===== src/afe_slot_config_defs.svh =====
/*
  Register offsets, field positions, reset values and timing figures
  for the per-slot front end configuration block.
  Assumes it is included by bare name from the design files.
*/
`ifndef AFE_SLOT_CONFIG_DEFS_SVH
`define AFE_SLOT_CONFIG_DEFS_SVH

// Register port widths
`define REG_ADDR_W            8
`define REG_DATA_W            16

// Register offsets
`define ADDR_SLOT_B_POLARITY  8'h1D
`define ADDR_SLOT_B_WINDOW    8'h3B
`define ADDR_SLOT_A_AMP       8'h42
`define ADDR_SLOT_A_PATH      8'h43
`define ADDR_SLOT_B_MODE      8'h44

// Reset values
`define RST_SLOT_B_POLARITY   16'h0000
`define RST_SLOT_B_WINDOW     16'h2001
`define RST_SLOT_A_AMP        16'h1C38
`define RST_SLOT_A_PATH       16'hADA5
`define RST_SLOT_B_MODE       16'h1C38

// Bits that hold storage in the polarity register; the rest read zero
`define POLARITY_STORE_MASK   16'h000F

// Field positions
`define POL_MSB               3
`define WIDTH_MSB             15
`define WIDTH_LSB             11
`define OFFSET_MSB            10
`define INT_AS_BUF_BIT        7
`define IND_EN_BIT            6
`define VREF_MSB              5
`define VREF_LSB              4
`define GAIN_MSB              1

// Path connection codes
`define PATH_CODE_FULL        16'hADA5
`define PATH_CODE_DIRECT_BUF  16'hAE65
`define PATH_CODE_DIRECT      16'hB065

// Timing, all in picoseconds (ref_clk 20 MHz, 31.25 ns offset step, 1 us width step)
`define TIME_W                28
`define CLK_PERIOD_PS         28'd50000
`define OFFSET_STEP_PS        28'd31250
`define WIDTH_STEP_PS         28'd1000000

`endif


===== src/afe_slot_config_pkg.sv =====
/*
  Types shared by the front end configuration block and its window timer.
  Assumes nothing beyond a SystemVerilog compiler.
*/
package afe_slot_config_pkg;

	// Decoded slot A analog path connection
	typedef enum logic [1:0] {
		PATH_FULL,
		PATH_DIRECT_BUF,
		PATH_DIRECT,
		PATH_RESERVED
	} path_mode_type;

	// Integration window timer states
	typedef enum logic [1:0] {
		WIN_IDLE,
		WIN_OFFSET,
		WIN_INTEGRATE
	} window_state_type;

endpackage


===== src/window_timing_if.sv =====
/*
  Carrier between the configuration block and its integration window timer.
  Assumes both ends run on the same ref_clk.
*/
`timescale 1ns/1ps
`default_nettype none

interface window_timing_if;
	logic [10:0] window_offset;  // Offset in 31.25 ns steps
	logic [4:0]  window_width;   // Width in 1 us steps
	logic        pulse_start;    // One cycle at each LED pulse period start
	logic        window_open;    // High while integrating
	logic        window_done;    // One cycle when a window closes

	modport control (output window_offset, output window_width, output pulse_start,
		input window_open, input window_done);
	modport timer (input window_offset, input window_width, input pulse_start,
		output window_open, output window_done);
endinterface

`default_nettype wire

===== src/afe_slot_integration_config.sv =====
/*
  Front end configuration for time slots A and B: register file reached
  through a simple synchronous register port, slot A amplifier and path
  decode, slot B pulse polarity sequencing and integration window timing.
  Assumes the serial control port outside turns host transactions into
  single-cycle reg_wr / reg_rd strobes synchronous to ref_clk.
*/
`timescale 1ns/1ps
`default_nettype none
`include "afe_slot_config_defs.svh"

module afe_slot_integration_config (
	input  wire logic                   ref_clk,
	input  wire logic                   reset_n,
	input  wire logic                   ce,
	input  wire logic [`REG_ADDR_W-1:0] reg_addr,
	input  wire logic [`REG_DATA_W-1:0] reg_wdata,
	input  wire logic                   reg_wr,
	input  wire logic                   reg_rd,
	output logic      [`REG_DATA_W-1:0] reg_rdata,
	output logic                        reg_ack,
	input  wire logic [5:0]             slot_a_ch234_gain,
	input  wire logic                   slot_b_slot_start,
	input  wire logic                   slot_b_pulse_start,
	output logic                        slot_b_integ_reversed,
	output logic                        slot_b_window_open,
	output logic                        slot_b_window_done,
	output logic [5:0]                  slot_b_front_end_mode_field,
	output logic [7:0]                  slot_a_channel_gain,
	output logic [31:0]                 slot_a_channel_gain_kohm,
	output logic [10:0]                 slot_a_amp_reference_mv,
	output logic                        slot_a_integrator_as_buffer,
	output logic                        slot_a_full_path,
	output logic                        slot_a_amp_direct,
	output logic                        slot_a_path_reserved,
	output logic                        slot_a_path_misconfig
);

	// Stored registers
	logic [`REG_DATA_W-1:0] slot_b_integration_polarity_reg;  // Pulse polarity pattern
	logic [`REG_DATA_W-1:0] slot_b_integration_window_reg;    // Width and offset
	logic [`REG_DATA_W-1:0] slot_a_amplifier_settings_reg;    // Mode, buffer, gain, reference
	logic [`REG_DATA_W-1:0] slot_a_path_connection_reg;       // Path code
	logic [`REG_DATA_W-1:0] slot_b_front_end_mode_reg;        // Slot B mode and amplifier

	// Field views
	logic [3:0]  slot_b_pulse_polarity;
	logic [4:0]  slot_b_window_width;
	logic [10:0] slot_b_window_offset;
	logic [15:0] slot_a_path_code;
	logic [1:0]  slot_a_amp_gain;
	logic [1:0]  slot_a_amp_reference;
	logic        slot_a_individual_gain_enable;

	// Sequencing state, read mux, path decode and gain selection
	logic [1:0]  pulse_index_reg;        // Which of the four pulses comes next
	logic        integ_reversed_reg;     // Polarity of the pulse in progress
	logic [`REG_DATA_W-1:0] rdata_next;  // Read mux
	afe_slot_config_pkg::path_mode_type path_mode;  // Decoded path
	logic [7:0]  channel_gain_next;      // Per-channel gain codes

	window_timing_if tif ();

	// Gain code to kOhm
	function automatic logic [7:0] gain_kohm(input logic [1:0] code);
		case (code)
			2'h0:    gain_kohm = 8'hC8;  // 200 kOhm
			2'h1:    gain_kohm = 8'h64;  // 100 kOhm
			2'h2:    gain_kohm = 8'h32;  // 50 kOhm
			default: gain_kohm = 8'h19;  // 25 kOhm
		endcase
	endfunction

	// Reference code to millivolts
	function automatic logic [10:0] vref_mv(input logic [1:0] code);
		case (code)
			2'h0:    vref_mv = 11'h474;  // 1.14 V
			2'h1:    vref_mv = 11'h3F2;  // 1.01 V
			2'h2:    vref_mv = 11'h384;  // 0.90 V
			default: vref_mv = 11'h4F6;  // 1.27 V
		endcase
	endfunction

	// Path code to mode
	function automatic afe_slot_config_pkg::path_mode_type decode_path(input logic [15:0] code);
		case (code)
			`PATH_CODE_FULL:       decode_path = afe_slot_config_pkg::PATH_FULL;
			`PATH_CODE_DIRECT_BUF: decode_path = afe_slot_config_pkg::PATH_DIRECT_BUF;
			`PATH_CODE_DIRECT:     decode_path = afe_slot_config_pkg::PATH_DIRECT;
			default:               decode_path = afe_slot_config_pkg::PATH_RESERVED;
		endcase
	endfunction

	// Field extraction
	assign slot_b_pulse_polarity         = slot_b_integration_polarity_reg[`POL_MSB:0];
	assign slot_b_window_width           = slot_b_integration_window_reg[`WIDTH_MSB:`WIDTH_LSB];
	assign slot_b_window_offset          = slot_b_integration_window_reg[`OFFSET_MSB:0];
	assign slot_a_path_code              = slot_a_path_connection_reg;
	assign slot_a_amp_gain               = slot_a_amplifier_settings_reg[`GAIN_MSB:0];
	assign slot_a_amp_reference          = slot_a_amplifier_settings_reg[`VREF_MSB:`VREF_LSB];
	assign slot_a_individual_gain_enable = slot_a_amplifier_settings_reg[`IND_EN_BIT];
	assign path_mode                     = decode_path(slot_a_path_code);

	// Register writes; every stored register except the polarity register is read/write in full
	always_ff @(posedge ref_clk) begin
		if (!reset_n) begin
			slot_b_integration_polarity_reg <= `RST_SLOT_B_POLARITY;
			slot_b_integration_window_reg   <= `RST_SLOT_B_WINDOW;
			slot_a_amplifier_settings_reg   <= `RST_SLOT_A_AMP;
			slot_a_path_connection_reg      <= `RST_SLOT_A_PATH;
			slot_b_front_end_mode_reg       <= `RST_SLOT_B_MODE;
		end else if (ce && reg_wr) begin
			case (reg_addr)
				`ADDR_SLOT_B_POLARITY: begin
					// Upper bits are reserved and hold no storage
					slot_b_integration_polarity_reg <= reg_wdata & `POLARITY_STORE_MASK;
				end
				`ADDR_SLOT_B_WINDOW: begin
					slot_b_integration_window_reg <= reg_wdata;
				end
				`ADDR_SLOT_A_AMP: begin
					slot_a_amplifier_settings_reg <= reg_wdata;
				end
				`ADDR_SLOT_A_PATH: begin
					// Reserved codes are stored as written and flagged, not refused
					slot_a_path_connection_reg <= reg_wdata;
				end
				`ADDR_SLOT_B_MODE: begin
					slot_b_front_end_mode_reg <= reg_wdata;
				end
				default: begin
					// Unmapped writes are dropped
					slot_b_integration_polarity_reg <= slot_b_integration_polarity_reg;
				end
			endcase
		end
	end

	// Read multiplexer; unmapped offsets read zero
	always_comb begin
		case (reg_addr)
			`ADDR_SLOT_B_POLARITY: rdata_next = slot_b_integration_polarity_reg;
			`ADDR_SLOT_B_WINDOW:   rdata_next = slot_b_integration_window_reg;
			`ADDR_SLOT_A_AMP:      rdata_next = slot_a_amplifier_settings_reg;
			`ADDR_SLOT_A_PATH:     rdata_next = slot_a_path_connection_reg;
			`ADDR_SLOT_B_MODE:     rdata_next = slot_b_front_end_mode_reg;
			default:               rdata_next = '0;
		endcase
	end

	// Read data and acknowledge, one cycle after the strobe
	always_ff @(posedge ref_clk) begin
		if (!reset_n) begin
			reg_rdata <= '0;
			reg_ack   <= 1'b0;
		end else if (ce) begin
			reg_ack <= reg_wr | reg_rd;
			if (reg_rd) begin
				reg_rdata <= rdata_next;
			end
		end
	end

	// Slot B pulse sequencing: the index picks the polarity bit for the
	// pulse that is starting, and wraps after the fourth pulse
	always_ff @(posedge ref_clk) begin
		if (!reset_n) begin
			pulse_index_reg    <= 2'h0;
			integ_reversed_reg <= 1'b0;
		end else if (ce) begin
			if (slot_b_slot_start) begin
				// A new slot always begins at pulse 1
				pulse_index_reg <= 2'h0;
			end else if (slot_b_pulse_start) begin
				integ_reversed_reg <= slot_b_pulse_polarity[pulse_index_reg];
				pulse_index_reg    <= pulse_index_reg + 2'h1;
			end
		end
	end

	// Window timer hookup
	assign tif.window_offset = slot_b_window_offset;
	assign tif.window_width  = slot_b_window_width;
	assign tif.pulse_start   = slot_b_pulse_start & ~slot_b_slot_start;

	integration_window_timer window_timer (
		.ref_clk (ref_clk),
		.reset_n (reset_n),
		.ce      (ce),
		.tif     (tif.timer)
	);

	// Channel gain selection; channels 2-4 take the external individual
	// codes only while the individual enable is set
	always_comb begin
		channel_gain_next[1:0] = slot_a_amp_gain;
		for (int ch = 1; ch < 4; ch++) begin
			if (slot_a_individual_gain_enable) begin
				channel_gain_next[2*ch +: 2] = slot_a_ch234_gain[2*(ch-1) +: 2];
			end else begin
				channel_gain_next[2*ch +: 2] = slot_a_amp_gain;
			end
		end
	end

	// Registered per-channel gain code and its kOhm value
	genvar g;
	generate
		for (g = 0; g < 4; g++) begin : gain_chan
			always_ff @(posedge ref_clk) begin
				if (!reset_n) begin
					slot_a_channel_gain[2*g +: 2]      <= 2'h0;
					slot_a_channel_gain_kohm[8*g +: 8] <= gain_kohm(2'h0);
				end else if (ce) begin
					slot_a_channel_gain[2*g +: 2]      <= channel_gain_next[2*g +: 2];
					slot_a_channel_gain_kohm[8*g +: 8] <= gain_kohm(channel_gain_next[2*g +: 2]);
				end
			end
		end
	endgenerate

	// Amplifier reference and integrator mode
	always_ff @(posedge ref_clk) begin
		if (!reset_n) begin
			slot_a_amp_reference_mv     <= vref_mv(2'h3);
			slot_a_integrator_as_buffer <= 1'b0;
		end else if (ce) begin
			slot_a_amp_reference_mv     <= vref_mv(slot_a_amp_reference);
			slot_a_integrator_as_buffer <= slot_a_amplifier_settings_reg[`INT_AS_BUF_BIT];
		end
	end

	// Path decode; the misconfig flag only reports a host ordering slip,
	// the path still follows the written code
	always_ff @(posedge ref_clk) begin
		if (!reset_n) begin
			slot_a_full_path      <= 1'b1;
			slot_a_amp_direct     <= 1'b0;
			slot_a_path_reserved  <= 1'b0;
			slot_a_path_misconfig <= 1'b0;
		end else if (ce) begin
			slot_a_full_path     <= (path_mode == afe_slot_config_pkg::PATH_FULL);
			slot_a_amp_direct    <= (path_mode == afe_slot_config_pkg::PATH_DIRECT_BUF) ||
				(path_mode == afe_slot_config_pkg::PATH_DIRECT);
			slot_a_path_reserved <= (path_mode == afe_slot_config_pkg::PATH_RESERVED);
			case (path_mode)
				afe_slot_config_pkg::PATH_DIRECT_BUF: begin
					slot_a_path_misconfig <= ~slot_a_amplifier_settings_reg[`INT_AS_BUF_BIT];
				end
				afe_slot_config_pkg::PATH_DIRECT: begin
					slot_a_path_misconfig <= slot_a_amplifier_settings_reg[`INT_AS_BUF_BIT];
				end
				afe_slot_config_pkg::PATH_FULL: begin
					// Buffer mode belongs to the buffered direct path only
					slot_a_path_misconfig <= slot_a_amplifier_settings_reg[`INT_AS_BUF_BIT];
				end
				default: begin
					slot_a_path_misconfig <= 1'b0;
				end
			endcase
		end
	end

	// Status outputs
	assign slot_b_integ_reversed       = integ_reversed_reg;
	assign slot_b_window_open          = tif.window_open;
	assign slot_b_window_done          = tif.window_done;
	assign slot_b_front_end_mode_field = slot_b_front_end_mode_reg[15:10];

endmodule

`default_nettype wire


===== src/integration_window_timer.sv =====
/*
  Integration window timer for time slot B: opens the window after the
  programmed offset, counted from the start of each LED pulse period, and
  holds it for the programmed width from the window opening.
  Assumes pulse_start is a one-cycle pulse synchronous to ref_clk.
*/
`timescale 1ns/1ps
`default_nettype none
`include "afe_slot_config_defs.svh"

module integration_window_timer (
	input  wire logic        ref_clk,
	input  wire logic        reset_n,
	input  wire logic        ce,
	window_timing_if.timer   tif
);

	afe_slot_config_pkg::window_state_type state_reg;  // Window phase
	logic [`TIME_W-1:0] elapsed_reg;   // Time since pulse start, ps
	logic [`TIME_W-1:0] open_at_reg;   // Latched window start, ps
	logic [`TIME_W-1:0] close_at_reg;  // Latched window end, ps
	logic [`TIME_W-1:0] open_at_next;
	logic [`TIME_W-1:0] close_at_next;
	logic               done_reg;      // Close pulse

	// Offset and width converted to picoseconds; the 31.25 ns step is not a whole
	// number of 50 ns cycles, so time is kept in ps and the edge lands on the
	// first clock at or past the exact instant
	always_comb begin
		open_at_next  = `TIME_W'({17'h0, tif.window_offset}) * `OFFSET_STEP_PS;
		close_at_next = open_at_next + `TIME_W'({23'h0, tif.window_width}) * `WIDTH_STEP_PS;
	end

	// Window sequencing; settings are latched at pulse start so a register
	// write in mid-window cannot tear the window in two
	always_ff @(posedge ref_clk) begin
		if (!reset_n) begin
			state_reg    <= afe_slot_config_pkg::WIN_IDLE;
			elapsed_reg  <= '0;
			open_at_reg  <= '0;
			close_at_reg <= '0;
			done_reg     <= 1'b0;
		end else if (ce) begin
			done_reg <= 1'b0;
			if (tif.pulse_start) begin
				// Each pulse period restarts the count
				elapsed_reg  <= '0;
				open_at_reg  <= open_at_next;
				close_at_reg <= close_at_next;
				state_reg    <= afe_slot_config_pkg::WIN_OFFSET;
			end else begin
				case (state_reg)
					afe_slot_config_pkg::WIN_IDLE: begin
						elapsed_reg <= elapsed_reg;
					end
					afe_slot_config_pkg::WIN_OFFSET: begin
						elapsed_reg <= elapsed_reg + `CLK_PERIOD_PS;
						// Zero width never opens
						if (elapsed_reg >= close_at_reg) begin
							state_reg <= afe_slot_config_pkg::WIN_IDLE;
							done_reg  <= 1'b1;
						end else if (elapsed_reg >= open_at_reg) begin
							state_reg <= afe_slot_config_pkg::WIN_INTEGRATE;
						end
					end
					afe_slot_config_pkg::WIN_INTEGRATE: begin
						elapsed_reg <= elapsed_reg + `CLK_PERIOD_PS;
						if (elapsed_reg >= close_at_reg) begin
							state_reg <= afe_slot_config_pkg::WIN_IDLE;
							done_reg  <= 1'b1;
						end
					end
					default: begin
						state_reg <= afe_slot_config_pkg::WIN_IDLE;
					end
				endcase
			end
		end
	end

	assign tif.window_open = (state_reg == afe_slot_config_pkg::WIN_INTEGRATE);
	assign tif.window_done = done_reg;

endmodule

`default_nettype wire


===== config.mk =====
export PLATFORM = sky130hd
export DESIGN_NAME = afe_slot_integration_config
export DESIGN_NICKNAME = d
export VERILOG_FILES = /design/src/afe_slot_config_pkg.sv /design/src/window_timing_if.sv /design/src/afe_slot_integration_config.sv /design/src/integration_window_timer.sv
export VERILOG_INCLUDE_DIRS = /design/src /design/src/src
export SDC_FILE = /design/constraint.sdc
export NUM_CORES = 1
export LEC_CHECK = 0
export ABC_CLOCK_PERIOD_IN_PS = 19000
export BUFFER_PORTS_ARGS = -buffer_cell sky130_fd_sc_hd__buf_4
export CELL_PAD_IN_SITES_DETAIL_PLACEMENT = 0
export CELL_PAD_IN_SITES_GLOBAL_PLACEMENT = 1
export CORE_AREA = 2 2 135 236
export CTS_CLUSTER_SIZE = 8
export DETAILED_ROUTE_END_ITERATION = 10
export DIE_AREA = 0 0 137 238
export GPL_ROUTABILITY_DRIVEN = 0
export PLACE_DENSITY = 0.79
export SLEW_MARGIN = 15
export SYNTH_ARGS = -nofsm -noshare
export SYNTH_HDL_FRONTEND = slang
export SYNTH_SLANG_ARGS = --single-unit

===== constraint.sdc =====
create_clock -name ref_clk -period 19 [get_ports ref_clk]
set_clock_uncertainty 0.15 [all_clocks]
set_input_delay 1.9 -clock ref_clk [delete_from_list [all_inputs] [get_ports ref_clk]]
set_output_delay 1.9 -clock ref_clk [all_outputs]
set_load 0.03 [all_outputs]

==> impl_metrics.ini, run 1 <==
[synthesis]
synth.distinct_cells = 76
ys_seq_elements = 209
ys.flop_type = dfxtp_1
avgSynthCellArea_um2 = 8.32
synthDominantCellAreaShare_pct = 30.5
synth_edf_count = 0
syn_inst = 1646
yosys_warnings = 0
async_reset_ff_share_pct = 0
ys_seq_area_share_pct = 30.5
yosys.area.top_type = dfxtp_1
synth.cell_area_mm2 = 0.0137
synthTopCellsByArea = dfxtp_1, ha_1, nand2_1, a21oi_1, fa_1

[power]
fin_total_pwr_mw = 1.01
p_leak_nw = 7.25
clock_power_share_pct = 47.3
switchingPower_mw = 0.244
p_per_area_mw_per_mm2 = 64.5
intPower_mw = 0.761
comb_power_share_pct = 7.9
p_seq_share_pct = 44.9
ir_worst_vdd_uv = 64.6
switching_share_pct = 24.3

[sta]
post-route-min-period_ns = 6.91
fin_crit_sh_pct = 36.3
fin_setup_tns_ns = 0
tightestPinTransition_ns = 1.03
maxSlewHeadroom_pct = 30.7
setup_viol = 0
hold_violations = 0
rsz0062_at_grt = false
max_freq_mhz = 145
setup_ws_ns = 12.09
drv_slew = 0

[cts]
cts_root_buffer = clkbuf_16
cts_buffer_depth = 3
cts_tree = built
cts_buffers = 30
cts_resized = 0
clkLatencyLatePin_ns = 0.56
postCtsSetupRepairBufs = 0
clock_sinks = 209
h-tree-depth = 1
path_clk_slew_ns = 0.05
holdBufCountCts = 0

[min_path]
hold_path.class = flip-flop to flip-flop

[floorplanning]
rows = 85
dieArea_mm2 = 0.0326
coreArea_mm2 = 0.0306
die_y_um = 238
die_width_um = 137
start_util_pct = 44.7
pin_count = 119

[placement]
dp_slack_ns = 12.15
io_buffers = 116
dpl.hpwl_mm = 27.9

[routing]
vias = 11300
first_iter_violations = 392
post_drt_via_cell_ratio = 5.35
ant_nets = 0
drcViolationCount = 0
wl_per_cell_um = 17.2
drt_pre_antenna_iters = 6
routed_wl_mm = 36.5

[run]
maxCapViolations = 0

[setup_path]
critPathSlowestCell = fa_1
cp-end-kind = flip-flop
cp.arrival_ns = 7.16
cp_max_fo = 7
critPathBufInv = 4
path_cells = inv_1, fa_1, inv_1, ha_1, fa_1, fa_1, inv_1, fa_1, inv_1, ha_1, and4_1, and3_1, a41oi_1, nand2_1, o41ai_1, o21ai_0, xor2_1, ha_1, a2111o_1, a2111o_1, and3b_1, mux2i_1, o21ai_0
required_ns = 19.25
max_stage_delay_ns = 0.55
crit_family = adder cells
startpoint_type = flip-flop
critPathKind = flip-flop to flip-flop

[cells_and_area]
areaGrowthSynthToFinish_pct = 13.8
antennaDiodeCount = 0
fillCellCount = 2980
layout-drive-gt1-share_pct = 10.5
final_common_cell = nand2_1
largest_reg_flops = 31
nNetsFinal = 1995
final_cell_mix = nand2_1, dfxtp_1, ha_1

[global_routing]
grt_overflow_total = 0
grt_pass1_vias = 11300
grt_first_pass_wirelength_mm = 58.1
track_usage_pct = 22.4
antenna_found_initial = 0
grt_start_max_net_pins = 88

[run_status]
status = completed
-- power by group through the flow --
stage	Combinational (mW)	Clock (mW)	Sequential [mW]
2_1_floorplan	0.0475	0	0.462
3_3_place_gp	0.0791	0	0.459
3_5_place_dp	0.0798	0	0.460
4_1_cts	0.0803	0.489	0.451
5_1_grt	0.0871	0.504	0.451
6_report	0.0791	0.475	0.451
-- synth_stat cells (19+ instances only) --
| cell type | instances |
|---|---|
| fa_1 | 37 |
| nand2_1 | 258 |
| nand3_1 | 47 |
| ha_1 | 193 |
| o21ai_0 | 59 |
| a21o_1 | 19 |
| xnor2_1 | 41 |
| nor2_1 | 115 |
| xor2_1 | 23 |
| mux2i_1 | 32 |
| clkbuf_1 | 45 |
| a21oi_1 | 167 |
| dfxtp_1 | 209 |
| inv_1 | 160 |
-- kinds of logic (layout without fill, tap and decap cells) --
kind of cell,after synthesis,after routing,synth area share (%)
simple gates,519,519,16.9
compound gates,350,350,15.6
buf+inv,240,322,7.29
fa+ha+maj,230,230,23.0
flops,209,209,30.5
xor+xnor,64,64,4.09
mux,33,33,2.50
other cells,1,2,0.0274
-- worst reg2reg max path, cell delays in order, from the launching register on --
cell and delay [ns]:
dfxtp_1 0.47, inv_1 0.16, fa_1 0.55, inv_1 0.05
ha_1 0.30, fa_1 0.40, fa_1 0.51, inv_1 0.05
fa_1 0.52, inv_1 0.04, ha_1 0.36, and4_1 0.22
and3_1 0.19, a41oi_1 0.16, nand2_1 0.14, o41ai_1 0.44
o21ai_0 0.28, xor2_1 0.21, ha_1 0.34, a2111o_1 0.46
a2111o_1 0.38, and3b_1 0.17, mux2i_1 0.12, o21ai_0 0.09
-- routing by layer --
layer	wire length, µm	global-route usage, %	vias to the layer above
li1	-	-	5751
met2	20200	43.8	199
met4	1690	10.3	0
met1	13600	23.4	5306
met5	0	0	-
met3	974	2.17	79
-- worst paths after layout --
kind | start | end | slack [ns] | cells after the start
min | window_timer.close_at_reg[14] | window_timer.close_at_reg[14] | 0.30 | 2
max | slot_b_integration_window_reg[2] | window_timer.close_at_reg[25] | 12.09 | 23
min reg2reg | window_timer.close_at_reg[14] | window_timer.close_at_reg[14] | 0.30 | 2
max reg2reg | slot_b_integration_window_reg[2] | window_timer.close_at_reg[25] | 12.09 | 23
-- metrics by stage --
| stage | instances | cell area (µm²) | util [%] | hold slack [ns] |
|---|---|---|---|---|
| finish | 2120 | 15600 | 50.9 | 0.301 |
| global route | 2120 | 15600 | 50.9 | 0.317 |
| CTS | 2120 | 15600 | 50.9 | 0.304 |
| detailed placement | 2087 | 14800 | 48.3 | 0.296 |
| floorplan | 1647 | 13700 | - | 0.282 |
| global placement | 2087 | 14800 | 48.3 | 0.291 |
-- layout make-up --
type,count,area (µm²),area share [%]
multi-input combinational,1198,8540,54.8
sequential,209,4180,26.8
timing repair buffer,129,968,6.21
clock buffer,32,790,5.07
tap,391,489,3.14
clock inverter,1,7.51,0.0482
inverter,160,603,3.87
(Power assumes the default switching activity.)
==> run 2, diff against run 1 <==
--- a/config.mk
+++ b/config.mk
@@ -6,7 +6,7 @@
 export SDC_FILE = /design/constraint.sdc
 export NUM_CORES = 1
 export LEC_CHECK = 0
-export ABC_CLOCK_PERIOD_IN_PS = 19000
+export ABC_CLOCK_PERIOD_IN_PS = 6700
 export BUFFER_PORTS_ARGS = -buffer_cell sky130_fd_sc_hd__buf_4
 export CELL_PAD_IN_SITES_DETAIL_PLACEMENT = 0
 export CELL_PAD_IN_SITES_GLOBAL_PLACEMENT = 1
==> constraint.sdc (replaced) <==
create_clock -name ref_clk -period 6.7 [get_ports ref_clk]
set_clock_uncertainty 0.15 [all_clocks]
set_input_delay 0.67 -clock ref_clk [delete_from_list [all_inputs] [get_ports ref_clk]]
set_output_delay 0.67 -clock ref_clk [all_outputs]
set_load 0.03 [all_outputs]
==> impl_metrics.ini, run 2 (synthesis gave the netlist of run 1 again) <==
[routing]
ant_nets = 0
dr.max_layer_used = met4
drt_pre_antenna_iters = 6
first_iter_violations = 399
post_drt_via_cell_ratio = 5.36
met2_length_mm = 20.4
met1Wirelength_mm = 13.6
routed_wl_mm = 36.8
wl_per_cell_um = 17.3
vias = 11400
drcViolationCount = 0
route.met3.wl_um = 875

[floorplanning]
die_width_um = 137
dieArea_mm2 = 0.0326
rows = 85
pin_count = 119
start_util_pct = 44.7
die_y_um = 238
coreArea_mm2 = 0.0306

[cells_and_area]
antennaDiodeCount = 0
areaGrowthSynthToFinish_pct = 14.4
final_cell_mix = nand2_1, dfxtp_1, ha_1
final_cells = 2127
largest_reg_flops = 31
finalInstanceArea_mm2 = 0.0157
fillCellCount = 2989
nNetsFinal = 2002
final_common_cell = nand2_1
layout-drive-gt1-share_pct = 10.9

[placement]
place_area_mm2 = 0.0148
dp_cells = 2094
io_buffers = 116
dpl.hpwl_mm = 28.4

[setup_path]
crit_family = adder cells
cp-end-kind = flip-flop
cp.arrival_ns = 6.54
max_stage_delay_ns = 0.53
crit_cells = 23
critPathKind = flip-flop to flip-flop
cp_max_fo = 6
critPathSlowestCell = fa_1
required_ns = 6.94
path_cells = inv_1, fa_1, inv_1, ha_1, fa_1, fa_1, inv_1, fa_1, inv_1, ha_2, and4_1, and3_1, a41oi_1, nand2_1, o41ai_4, o21ai_1, xor2_1, ha_1, a2111o_1, a2111o_1, and3b_1, mux2i_1, o21ai_0
startpoint_type = flip-flop
critPathBufInv = 4
worst-r2r-cell-count = 23

[cts]
clkLatencyLatePin_ns = 0.54
cts_tree = built
clock_sinks = 209
h-tree-depth = 1
path_clk_slew_ns = 0.05
postCtsSetupRepairBufs = 0
cts_resized = 0
cts_buffer_depth = 3
cts_buffers = 30
holdBufCountCts = 0
cts_root_buffer = clkbuf_16

[power]
ir_worst_vdd_uv = 190
p_leak_nw = 7.31
p_per_area_mw_per_mm2 = 183
fin_total_pwr_mw = 2.87

[min_path]
hold_path.class = primary input to flip-flop
holdPathStages = 3

[global_routing]
grt_pass1_vias = 11600
grt_start_max_net_pins = 80
grt_first_pass_wirelength_mm = 58.7
antenna_found_initial = 0
grt_overflow_total = 0
track_usage_pct = 22.6

[sta]
fin_setup_tns_ns = 0
fin_crit_sh_pct = 94.1
maxSlewHeadroom_pct = 25.6
post-route-min-period_ns = 6.31
rsz0062_at_grt = false
max_freq_mhz = 159
drv_slew = 0
setup_viol = 0
hold_violations = 0
tightestPinTransition_ns = 1.10

[run_status]
status = completed

[run]
maxCapViolations = 0
[run 2: worst paths after layout]
path | from | end | slack (ns)
max | slot_b_integration_window_reg[2] | window_timer.close_at_reg[25] | 0.39
min | reg_wdata[7] | slot_a_path_code[7] | 0.23
max reg2reg | slot_b_integration_window_reg[2] | window_timer.close_at_reg[25] | 0.39
min reg2reg | window_timer.close_at_reg[12] | window_timer.close_at_reg[12] | 0.30
[run 2: area by class of cell]
type | count | area, µm² | share of cell area (%)
clock inverter | 2 | 35.0 | 0.224
multi-input combinational | 1198 | 8560 | 54.6
timing repair buffer | 136 | 1020 | 6.52
clock buffer | 31 | 776 | 4.95
sequential | 209 | 4180 | 26.7
tap | 391 | 489 | 3.12
inverter | 160 | 603 | 3.85
[run 2: through the flow]
| step | worst slack, ns | hold slack [ns] | util [%] |
|---|---|---|---|
| final | 0.392 | 0.226 | 51.2 |
| after global routing | 0.00494 | 0.229 | 51.2 |
| after CTS | 0.0278 | 0.205 | 51.1 |
| after detailed placement | 0.0653 | 0.295 | 48.4 |
| after global placement | 0.169 | 0.291 | 48.4 |
| after floorplan | 0.422 | 0.282 | - |
[run 2: per-layer routing]
layer	vias to the layer above	GRT usage [%]
met5	-	0
met4	0	11.7
met3	101	1.85
met2	213	44.3
met1	5342	22.9
li1	5753	-
[run 2: worst register-to-register path, stage by stage (launching register included)]
cell      delay, ns
dfxtp_1        0.33
inv_1          0.09
fa_1           0.53
inv_1          0.06
ha_1           0.31
fa_1           0.41
fa_1           0.52
inv_1          0.05
fa_1           0.53
inv_1          0.04
ha_2           0.32
and4_1         0.19
and3_1         0.18
a41oi_1        0.15
nand2_1        0.14
o41ai_4        0.28
o21ai_1        0.16
xor2_1         0.17
ha_1           0.33
a2111o_1       0.46
a2111o_1       0.37
and3b_1        0.17
mux2i_1        0.12
o21ai_0        0.09
[run 2: power breakdown]
group,internal (mW),switching [mW]
clock network,0.839,0.526
registers,1.26,0.0152
logic,0.0836,0.141
